==> config.mk <==
export PLATFORM = sky130hd
export DESIGN_NAME = prio_irq_ctrl
export DESIGN_NICKNAME = d
export VERILOG_FILES = /design/src/logic/irq_pkg.sv /design/src/logic/prio_irq_ctrl.sv
export SDC_FILE = /design/constraint.sdc
export NUM_CORES = 1
export LEC_CHECK = 0
export BUFFER_PORTS_ARGS = -buffer_cell sky130_fd_sc_hd__clkbuf_2
export CORE_AREA = 2 2 94 165
export CTS_CLUSTER_SIZE = 14
export DETAILED_ROUTE_END_ITERATION = 10
export DIE_AREA = 0 0 96 167
export PLACE_DENSITY = 0.8
export SKIP_CTS_REPAIR_TIMING = 1
export SYNTH_ARGS = -nofsm -noshare
export SYNTH_HDL_FRONTEND = slang
export SYNTH_SLANG_ARGS = --single-unit
==> constraint.sdc <==
create_clock -name clk_i -period 2 [get_ports clk_i]
set_input_delay 0.3 -clock clk_i [delete_from_list [all_inputs] [get_ports clk_i]]
set_output_delay 0.3 -clock clk_i [all_outputs]
set_load 0.1 [all_outputs]
==> src/logic/irq_pkg.sv <==
`default_nettype none
package irq_pkg;
   // register byte addresses on the wishbone bus
   localparam logic [7:0] ADDR_CTRL = 8'h00;
   localparam logic [7:0] ADDR_SOFT_FLAGS = 8'h04;
   localparam logic [7:0] ADDR_SOFT_SET = 8'h08;
   localparam logic [7:0] ADDR_SOFT_CLR = 8'h0C;
   localparam logic [7:0] ADDR_PENDING = 8'h10;
   localparam logic [7:0] ADDR_PEND_CLR = 8'h14;
   localparam logic [7:0] ADDR_PRIO_SEL = 8'h18;
   localparam logic [7:0] ADDR_STATE = 8'h1C;
   localparam logic [7:0] ADDR_RTC = 8'h20;
   localparam logic [7:0] ADDR_LOW_ENABLED = 8'h24;
   // control register field positions
   localparam int CTRL_TWO_LEVEL = 0;
   localparam int CTRL_HIGH_EN = 1;
   localparam int CTRL_LOW_EN = 2;
   localparam int CTRL_CMP_PRIO = 3;
   localparam logic [3:0] CTRL_RESET = 4'h7;
   // state register field positions
   localparam int ST_IN_HIGH = 0;
   localparam int ST_IN_LOW = 1;
   // soft flag bit values
   localparam logic [7:0] RADIO_CMD_RESPONSE_FLAG = 8'h01;
   localparam logic [7:0] PANEL_MESSAGE_FLAG = 8'h02;
   localparam logic [7:0] RADIO_DATA_FLAG = 8'h04;
   localparam logic [7:0] RESTART_SLAVE_FLAG = 8'h08;
   localparam logic [7:0] REFRESH_DIALOG_FLAG = 8'h10;
   localparam logic [7:0] SECOND_TICK_FLAG = 8'h20;
   localparam logic [7:0] USER_SOFT_FLAG_B = 8'h40;
   localparam logic [7:0] USER_SOFT_FLAG_A = 8'h80;
   localparam logic [7:0] SOFT_FLAGS_RESET = 8'h00;
   // pending source bit positions
   localparam int SRC_PORT_EDGE = 0;
   localparam int SRC_PORT_CHANGE = 4;
   localparam int SRC_TIMER = 5;
   localparam int SRC_SOFT_TIMER = 7;
   localparam int SRC_CAPTURE = 10;
   localparam int SRC_PARALLEL = 15;
   localparam int SRC_ADC = 16;
   localparam int SRC_SYNC_SERIAL = 17;
   localparam int SRC_COMPARATOR = 18;
   localparam int SRC_EEPROM = 19;
   localparam int SRC_BUS_COLL = 20;
   localparam int SRC_LOW_VOLT = 21;
   localparam int SRC_SER1_RX = 22;
   localparam int SRC_SER1_TX = 23;
   localparam int SRC_SER2_RX = 24;
   localparam int NUM_SRC = 25;
   // default priority selection: hardware sources high, soft timer low; comparator bit then follows the control register
   localparam logic [24:0] PRIO_RESET = 25'h1FFFF7F;
   // real-time clock second period
   localparam int CLK_HZ = 50_000_000;
   localparam int SECOND_MS = 1000;
   localparam int SECOND_CYCLES = CLK_HZ / 1000 * SECOND_MS;
   // wishbone request carrier
   typedef struct packed {
      logic cyc;
      logic stb;
      logic we;
      logic [7:0] adr;
      logic [3:0] sel;
      logic [31:0] dat;
   } wb_req_t;
   // core-facing handshake carrier
   typedef struct packed {
      logic high_req;
      logic low_req;
   } core_req_t;
endpackage : irq_pkg
`default_nettype wire

==> src/logic/prio_irq_ctrl.sv <==
`default_nettype none
// Function
// - two levels, high preempts low service
// - soft flag raises low request immediately
// - fixed soft flag bit values
// - clock sets tick flag each second
// - time counter advances at high priority
// - low request repeats while flags remain
// - query per flag, clear only named
// - save three registers on high entry
// - low enable state readable
// - separate enables, two-level default
// - readable pending flags for all sources
// - unclaimed interrupts go to user handlers
// - comparator change interrupt, selectable priority
// - reset selects two-level, both enabled
// - soft timer is low source at reset
module prio_irq_ctrl
   import irq_pkg::*;
#(
   parameter int SECOND_COUNT = irq_pkg::SECOND_CYCLES
) (
   // clock and reset
   input wire logic clk_i,
   input wire logic rst_i,
   // wishbone slave
   input wire irq_pkg::wb_req_t wb_i,
   output logic [31:0] wb_dat_o,
   output logic wb_ack_o,
   // interrupt sources, one pulse or level per source
   input wire logic [24:0] src_i,
   // core handshake: enter and return strobes per level
   input wire logic high_enter_i,
   input wire logic high_exit_i,
   input wire logic low_enter_i,
   input wire logic low_exit_i,
   // core requests to vector
   output irq_pkg::core_req_t req_o,
   // context save strobes towards core
   output logic high_save_o,
   output logic low_save_o
);
   import irq_pkg::*;

   typedef enum logic [1:0] {
      LVL_IDLE = 2'b00,
      LVL_LOW = 2'b01,
      LVL_HIGH = 2'b10,
      LVL_HIGH_OVER_LOW = 2'b11
   } level_t;

   logic [3:0] ctrl;
   logic [7:0] soft_int_flags;
   logic [24:0] pending;
   logic [24:0] prio_sel;
   logic [31:0] rtc_seconds;
   logic [31:0] sec_count;
   logic rtc_due;
   level_t level;
   level_t next_level;

   // flag byte masking helper used for set and clear paths
   function automatic logic [7:0] merge_flags(input logic [7:0] cur, input logic [7:0] set,
                                              input logic [7:0] clr);
      merge_flags = (cur & ~clr) | set;
   endfunction

   // bus decode
   wire bus_req = wb_i.cyc & wb_i.stb & ~wb_ack_o;
   wire bus_wr = bus_req & wb_i.we & wb_i.sel[0];
   wire wr_ctrl = bus_wr & (wb_i.adr == ADDR_CTRL);
   wire wr_soft = bus_wr & (wb_i.adr == ADDR_SOFT_FLAGS);
   wire wr_set = bus_wr & (wb_i.adr == ADDR_SOFT_SET);
   wire wr_clr = bus_wr & (wb_i.adr == ADDR_SOFT_CLR);
   wire wr_pclr = bus_wr & (wb_i.adr == ADDR_PEND_CLR);
   wire wr_prio = bus_wr & (wb_i.adr == ADDR_PRIO_SEL);
   wire two_level = ctrl[CTRL_TWO_LEVEL];
   wire high_en = ctrl[CTRL_HIGH_EN];
   wire low_en = ctrl[CTRL_LOW_EN];
   wire second_done = (sec_count == SECOND_COUNT - 1);

   // soft flag updates: hardware tick set wins over clear
   // fixed flag bit
   wire [7:0] tick_set = second_done ? SECOND_TICK_FLAG : 8'h00;
   wire [7:0] clr_mask = wr_clr ? wb_i.dat[7:0] : (wr_soft ? ~wb_i.dat[7:0] : 8'h00);
   wire [7:0] set_mask = (wr_set | wr_soft) ? wb_i.dat[7:0] : 8'h00;
   wire [7:0] next_soft = merge_flags(soft_int_flags, set_mask | tick_set, clr_mask);

   wire soft_timer_req = |soft_int_flags;
   wire [24:0] hw_src = src_i & ~(25'h1 << SRC_SOFT_TIMER);
   wire [24:0] soft_bit = soft_timer_req ? (25'h1 << SRC_SOFT_TIMER) : 25'h0;
   wire [24:0] pclr = wr_pclr ? wb_i.dat[24:0] : 25'h0;
   wire [24:0] next_pending = (pending & ~pclr & ~(25'h1 << SRC_SOFT_TIMER)) | hw_src | soft_bit;

   // level routing, single level when two-level off
   wire [24:0] high_mask = two_level ? prio_sel : {NUM_SRC{1'b1}};
   wire high_any = |(pending & high_mask) & high_en;
   wire low_any = two_level & (|(pending & ~high_mask)) & low_en;

   // level sequencer
   // high preempts low
   always_comb begin
      next_level = level;
      unique case (level)
         LVL_IDLE: begin
            if (high_enter_i) next_level = LVL_HIGH;
            else if (low_enter_i) next_level = LVL_LOW;
         end
         LVL_LOW: begin
            if (high_enter_i) next_level = LVL_HIGH_OVER_LOW;
            else if (low_exit_i) next_level = LVL_IDLE;
         end
         LVL_HIGH: begin
            if (high_exit_i) next_level = LVL_IDLE;
         end
         LVL_HIGH_OVER_LOW: begin
            if (high_exit_i) next_level = LVL_LOW;
         end
      endcase
   end

   wire in_high = (level == LVL_HIGH) | (level == LVL_HIGH_OVER_LOW);
   wire in_low = (level == LVL_LOW) | (level == LVL_HIGH_OVER_LOW);

   // register read mux
   // low enable readback
   wire [31:0] rd_data =
      (wb_i.adr == ADDR_CTRL) ? {28'h0, ctrl} :
      (wb_i.adr == ADDR_SOFT_FLAGS) ? {24'h0, soft_int_flags} :
      (wb_i.adr == ADDR_PENDING) ? {7'h0, pending} :
      (wb_i.adr == ADDR_PRIO_SEL) ? {7'h0, prio_sel} :
      (wb_i.adr == ADDR_STATE) ? {30'h0, in_low, in_high} :
      (wb_i.adr == ADDR_RTC) ? rtc_seconds :
      (wb_i.adr == ADDR_LOW_ENABLED) ? {31'h0, low_en} : 32'h0;

   // bus answer, one wait state
   always_ff @(posedge clk_i) begin
      if (rst_i) begin
         wb_ack_o <= 1'b0;
         wb_dat_o <= 32'h0;
      end else begin
         wb_ack_o <= bus_req;
         wb_dat_o <= bus_req ? rd_data : 32'h0;
      end
   end

   // control and priority registers
   // reset two-level, both enabled
   always_ff @(posedge clk_i) begin
      if (rst_i) begin
         ctrl <= CTRL_RESET;
         prio_sel <= PRIO_RESET;
      end else begin
         if (wr_ctrl) ctrl <= wb_i.dat[3:0];
         if (wr_prio) prio_sel <= wb_i.dat[24:0];
         else prio_sel[SRC_COMPARATOR] <= ctrl[CTRL_CMP_PRIO]; // control bit picks the level
      end
   end

   // flags and pending
   always_ff @(posedge clk_i) begin
      if (rst_i) begin
         soft_int_flags <= SOFT_FLAGS_RESET;
         pending <= 25'h0;
      end else begin
         soft_int_flags <= next_soft;
         pending <= next_pending;
      end
   end

   // second counter and time of day, kept in high-priority path
   // time counter
   always_ff @(posedge clk_i) begin
      if (rst_i) begin
         sec_count <= 32'h0;
         rtc_seconds <= 32'h0;
         rtc_due <= 1'b0;
      end else begin
         sec_count <= second_done ? 32'h0 : sec_count + 32'h1;
         rtc_due <= second_done;
         if (rtc_due) rtc_seconds <= rtc_seconds + 32'h1;
      end
   end

   // level state and core strobes
   // low request raised
   always_ff @(posedge clk_i) begin
      if (rst_i) begin
         level <= LVL_IDLE;
         req_o <= '0;
         high_save_o <= 1'b0;
         low_save_o <= 1'b0;
      end else begin
         level <= next_level;
         req_o.high_req <= high_any & ~in_high;
         req_o.low_req <= low_any & ~in_high & ~in_low & ~low_exit_i;
         high_save_o <= high_enter_i & ~in_high;
         low_save_o <= low_enter_i & (level == LVL_IDLE) & ~high_enter_i;
      end
   end

   // checks
   // soft request check
   a_soft_pending_track: assert property (@(posedge clk_i) disable iff (rst_i)
      pending[SRC_SOFT_TIMER] == $past(|soft_int_flags)) else $error("soft pending mismatch");
   a_high_preempts_low: assert property (@(posedge clk_i) disable iff (rst_i)
      (level == LVL_LOW && high_enter_i) |=> level == LVL_HIGH_OVER_LOW)
      else $error("high did not preempt");
   a_tick_sets_flag: assert property (@(posedge clk_i) disable iff (rst_i)
      second_done |=> soft_int_flags[5]) else $error("tick flag missing");
   a_low_req_raise: assert property (@(posedge clk_i) disable iff (rst_i)
      (low_any && level == LVL_IDLE && !low_exit_i) |=> req_o.low_req)
      else $error("low request not raised");
   a_clear_named: assert property (@(posedge clk_i) disable iff (rst_i)
      (wr_clr && !second_done) |=> soft_int_flags == ($past(soft_int_flags) & ~$past(wb_i.dat[7:0])))
      else $error("clear hit other flags");
   a_low_state_read: assert property (@(posedge clk_i) disable iff (rst_i)
      (bus_req && wb_i.adr == ADDR_LOW_ENABLED) |=> wb_dat_o[0] == $past(low_en))
      else $error("low state readback wrong");
   a_high_save: assert property (@(posedge clk_i) disable iff (rst_i)
      (high_enter_i && !in_high) |=> high_save_o) else $error("high save missing");
   a_rtc_advance: assert property (@(posedge clk_i) disable iff (rst_i)
      rtc_due |=> rtc_seconds == $past(rtc_seconds) + 32'h1) else $error("rtc stalled");
   a_high_disabled: assert property (@(posedge clk_i) disable iff (rst_i)
      !high_en |=> !req_o.high_req) else $error("high request while disabled");
   c_nested: cover property (@(posedge clk_i) level == LVL_HIGH_OVER_LOW);
   c_soft_req: cover property (@(posedge clk_i) req_o.low_req);
   c_tick: cover property (@(posedge clk_i) second_done);
endmodule // prio_irq_ctrl
`default_nettype wire

---- Word level (Yosys, flattened, before mapping) ----
Cells that the tools add are included.
cells by class
  add/sub/neg operators ................... 2
  eq/ne operators ......................... 17
  muxes and demuxes ....................... 22
  bitwise gates (word level) .............. 41
  reduce and logical (&&, ||, !) cells .... 11
operators with widths
  operator               count
  $mux 25                5
  $and 25x25->25         3
  $add 32x1->32 const B  2
  $not 25->25            2
  $reduce_or 25->1       2
  $mux 8                 5
  $eq 32x26->1 const B   1
  $eq 8x5->1 const B     4
  $mux 32                1
  $or 25x25->25          1
  $or 25x8->25           1
  $and 1x1->1            20
  $eq 8x4->1 const B     2
  $eq 8x6->1 const B     2
  $not 8->8              2
  $mux 2                 6
  $and 8x8->8            1
  $eq 8x3->1 const B     1
  $logic_not 8->1        1
  $or 8x6->8             1
  $or 8x8->8             1
  $pmux 2 s4             1
  $reduce_or 8->1        1
  $reduce_or 7->1        1
  14 further kinds       26
storage, ports and cells
  register bits ........................... 166
  input port bits ......................... 78
  output and inout bits ................... 37

---- Depth between registers and ports, before layout ----
  depth in word-level cells ............... 10
  depth in mapped cells ................... 8
  depth with buffers taken out ............ 6

---- Least setup slack after synthesis ----
No wires, ideal clock.
  path kind ............................... flip-flop to flip-flop
  from .................................... register wb_ack_o
  to ...................................... register wb_dat_o[14]
  data arrival time ....................... 2172 ps
  required time ........................... 1872 ps
  slack ................................... -300 ps
  stages on the path, launching flop included .. 8
  path through ............................ dfxtp_1 nand3b_1 nand2b_1 clkbuf_1 inv_1 nand2_1 clkbuf_1 nor2_1
on the way
  cells in the longest elaborated chain, start to end .. 4
ends and longest elaborated chain
  item                              RTL line              text
  start, declared                   prio_irq_ctrl.sv:29   output logic wb_ack_o,
  start signal, assigned            prio_irq_ctrl.sv:142  wb_ack_o <= bus_req;
  $not 1->1                         prio_irq_ctrl.sv:69   wire bus_req = wb_i.cyc & wb_i.stb & ~wb_ack_o;
  $and 1x1->1                       prio_irq_ctrl.sv:69
  $not 1->1 (no source line)        --
  $reduce_or 4->1 (no source line)  --
  end signal, assigned              prio_irq_ctrl.sv:143  wb_dat_o <= bus_req ? rd_data : 32'h0;
  end, declared                     prio_irq_ctrl.sv:28   output logic [31:0] wb_dat_o,
No other way between the ends.
A chain may end at the register's enable or synchronous reset.

---- Worst setup path after layout ----
  from .................................... register sec_count[11]
  to ...................................... register sec_count[13]
on the way
  cells in the longest elaborated chain, start to end .. 2
  elaborated cells between the ends (all ways) .. 3
  classes of those cells .................. add/sub: 1; eq/ne: 1; reduce/logical: 1
ends and longest elaborated chain
  item                                                   RTL line              text
  start, declared                                        prio_irq_ctrl.sv:57   logic [31:0] sec_count;
  start signal, assigned                                 prio_irq_ctrl.sv:179  sec_count <= second_done ? 32'h0 : sec_count + 32'h1;
  branches (longest 2 deep; another with $add 32x1->32)  --
Several ways; the timed one is not identified.

==> impl_metrics.csv <==
group,metric,value,unit
clock_network,tritoncts_num_sinks,166,
yosys,syn_avg_cell_area,8.28,µm²
grt,grt_max_degree,67,
final_layout,fin_cells,1227,
floorplan,total_die_area,0.0160,mm²
timing,max_freq,535,MHz
status,outcome,"finished, final reports clean",
timing,totalNegativeSetupSlack,0,ns
timing,period_share,93.5,%
timing,rsz0062_at_grt,"false",
yosys,synth_seq_cells,166,
detailed_routing,drt-met1-wl,7850,µm
setup_path,crit_required,2.32,ns
yosys,yosys-top-cells-area,"dfxtp_1 (45%), nor2_1 (6.1%), nand2_1 (4.9%)",
clock_network,tritoncts_clock_tree,"yes",
detailed_routing,route.vias.total,7181,
detailed_routing,drt.antenna.violating_nets,0,
pwr,pwr_density_cell,773,mW/mm²
detailed_routing,avgRoutedWirePerCell,17.9,µm
yosys,dominant_synthesized_flop_cell,"dfxtp_1",
grt,grt_overall_usage,28.2,%
floorplan,core.rowCount,59,
final_layout,multi_input_area,0.00378,mm²
pwr,power.combinational.fraction,6.1,%
grt,grt_overflow_total,0,
detailed_routing,drt_pass1_iterations,5,
floorplan,chipHeight,167,µm
detailed_routing,wl_met2,11800,µm
final_layout,syn2layout_area_growth,22.6,%
clock_network,clockRootBuffer,"clkbuf_16",
clock_network,clock_insertion_delay_worst_skew,0.44,ns
grt,grt_pass1_wl,35100,µm
setup_path,crit_path_max_fanout,24,
timing,timing.max_slew.rel_slack,52.9,%
floorplan,start_util,50.2,%
yosys,post-synth-top-area-cell,"dfxtp_1",
clock_network,cts_max_level,4,
detailed_routing,met3_wl_post_dr,1090,µm
yosys,syn_nets,970,
floorplan,io_pins,115,
yosys,yosysWarnings,0,
setup_path,worstSetupEndpointType,"flip-flop",
floorplan,design.core.area,0.0147,mm²
detailed_routing,routed.top_layer,"met4",
pwr,internal_power,0.00524,W
timing,final_number_of_setup_violating_endpoints,0,
setup_path,critPathArrivalTime,2.19,ns
final_layout,drive_gt1_share,20.7,%
pwr,power.ir.vdd_worst,664,µV
pwr,reported_net_switching_power,0.00174,W
setup_path,worstSetupPathType,"reg -> reg",
yosys,synth.cell_area,0.00737,mm²
worst_hold_path,worst_hold_path_type,"in -> reg",
grt,number_of_global_route_vias_before_repair,7120,
final_layout,finish.net_count,1111,
pwr,power_leakage,3.59,nW
placement,dp_hpwl,16700,µm
flow_run,drv.max_cap_violation_count,0,
yosys,yosysSeqAreaShare,45.1,%
final_layout,fillerInstances,1259,
yosys,netlist_cell_types,59,
setup_path,startpoint_type,"flip-flop",
timing,worst_slack,0.130,ns
final_layout,register_area,0.00333,mm²
clock_network,clk_pin_slew_worst_paths,0.07,ns
clock_network,tritoncts.num_buffers,17,
detailed_routing,wl,22000,µm
final_layout,antenna-diode-count,0,
timing,hold_viol,0,
pwr,pwr-share-clk,44.7,%
pwr,power.share.switching,24.9,%
grt,initial_antenna_violation_count,0,
detailed_routing,drc,0,
placement,numPlacedInstances,1195,
yosys,syn-instance-count,890,
timing,clock-skew-final,0.0191,ns
clock_network,cts_max_path_buffers,2,
timing,max_slew.worst_pin.slew,0.707,ns
floorplan,die_width,96,µm
yosys,yosys.area.top_type_share,45.1,%
yosys,synth-edff-count,0,
timing,finalCriticalPeriod,1.87,ns
detailed_routing,detail_route.vias_per_cell,5.85,
detailed_routing,drt_iter0_markers,458,
yosys,ffs_w_async_s_r_synth,0,%
pwr,power_frac_seq,49.2,%
placement,gp_congestion,0.978,
placement,place_worst_setup_slack,-0.112,ns
timing,number_of_max_slew_violations_in_the_final_report,0,
placement,buffer_ports.inserted,103,
flip-flops by register name (all words and copies together) (netlist names):
register        flops
rtc_seconds        32
sec_count          32
wb_dat_o           32
pending            25
prio_sel           25
soft_int_flags      8
ctrl                4
level               2
req_o               2
high_save_o         1
low_save_o          1
rtc_due             1
wb_ack_o            1
metal layers:
layer / global-route usage, % / vias up
li1: - / 3441
met1: 29.6 / 3375
met2: 49.9 / 279
met3: 5.38 / 86
met4: 17.4 / 0
met5: 0 / -
synth_stat cells (15+ instances only):
cell type / count
nand4_1: 21
nor4_1: 19
a21oi_1: 45
o21ai_0: 17
clkbuf_1: 34
a22oi_1: 15
nand3_1: 70
nor2_1: 120
xnor2_1: 27
inv_1: 29
nand2_1: 96
dfxtp_1: 166
xor2_1: 25
nor3_1: 29
power groups by stage:
| stage | sequential (W) | clock (W) | combinational, W |
|---|---|---|---|
| floorplan | 0.00352 | 0 | 0.000199 |
| global placement | 0.00351 | 0 | 0.000416 |
| detailed placement | 0.00351 | 0 | 0.000420 |
| CTS | 0.00343 | 0.00315 | 0.000423 |
| global route | 0.00344 | 0.00328 | 0.000462 |
| finish | 0.00344 | 0.00312 | 0.000424 |
final timing paths:
check,slack [ns],start,to,depth (start not counted)
setup / recovery,0.13,sec_count[11]$_SDFF_PP0_,sec_count[13]$_SDFF_PP0_,6
hold / removal,0.04,high_exit_i,level[1]$_SDFFE_PP0P_,2
setup reg to reg,0.13,sec_count[11]$_SDFF_PP0_,sec_count[13]$_SDFF_PP0_,6
hold reg to reg,0.46,sec_count[0]$_SDFF_PP0_,sec_count[0]$_SDFF_PP0_,1
per-stage QoR:
step | utilization, % | power, W | cell area [µm²] | hold WS [ns]
after global placement | 57.7 | 0.00393 | 8470 | 0.439
after CTS | 61.5 | 0.00701 | 9030 | 0.0461
after floorplan | - | 0.00372 | 7370 | 0.378
after detailed placement | 57.7 | 0.00393 | 8470 | 0.449
final | 61.5 | 0.00699 | 9040 | 0.0405
after global routing | 61.5 | 0.00718 | 9040 | 0.0739
worst max-delay path, cell delays in order (launching register included):
cell     delay, ns
dfxtp_1       0.39
nor4b_1       0.43
and4_1        0.32
nand4_1       0.14
or2b_2        0.24
buf_12        0.16
nor2_1        0.06
final cells by class:
cell class	count	area share, %
Clock buffer	18	4.75
Multi-Input combinational cell	651	41.8
Sequential cell	166	36.8
Clock inverter	14	1.40
Tap cell	183	2.53
Timing Repair Buffer	166	11.5
Inverter	29	1.20
cell usage in the layout, fill, tap and decap left out, types with 4 or more instances in the layout:
cell,instances
a21o_1,7
nand2b_1,12
a21oi_1,45
and4_1,7
clkinvlp_4,5
clkbuf_2,103
and3_1,8
inv_1,29
clkbuf_16,17
a22oi_1,15
a211oi_1,4
a22o_1,4
nand4_1,21
buf_12,4
nor4_1,19
a222oi_1,6
nand3_1,70
nor3_1,26
buf_4,59
mux2i_1,11
o22ai_1,9
xor2_1,25
nor4b_1,4
nand3b_1,5
a221oi_1,9
nor2b_1,6
and2_1,11
xnor2_1,27
or3_1,12
nand2_1,96
a31oi_1,7
nor2_1,120
a2bb2oi_1,12
dfxtp_1,164
o21ai_0,17
logic make-up (layout without fill, tap and decap cells):
group | Yosys count | count (layout) | share of synthesized area, %
simple gates | 439 | 439 | 29.5
flops | 166 | 166 | 45.1
compound gates | 147 | 147 | 13.4
buf+inv | 73 | 227 | 3.96
xor+xnor | 52 | 52 | 6.18
mux | 11 | 11 | 1.49
fa+ha+maj | 2 | 2 | 0.340
(Power assumes the default switching activity.)
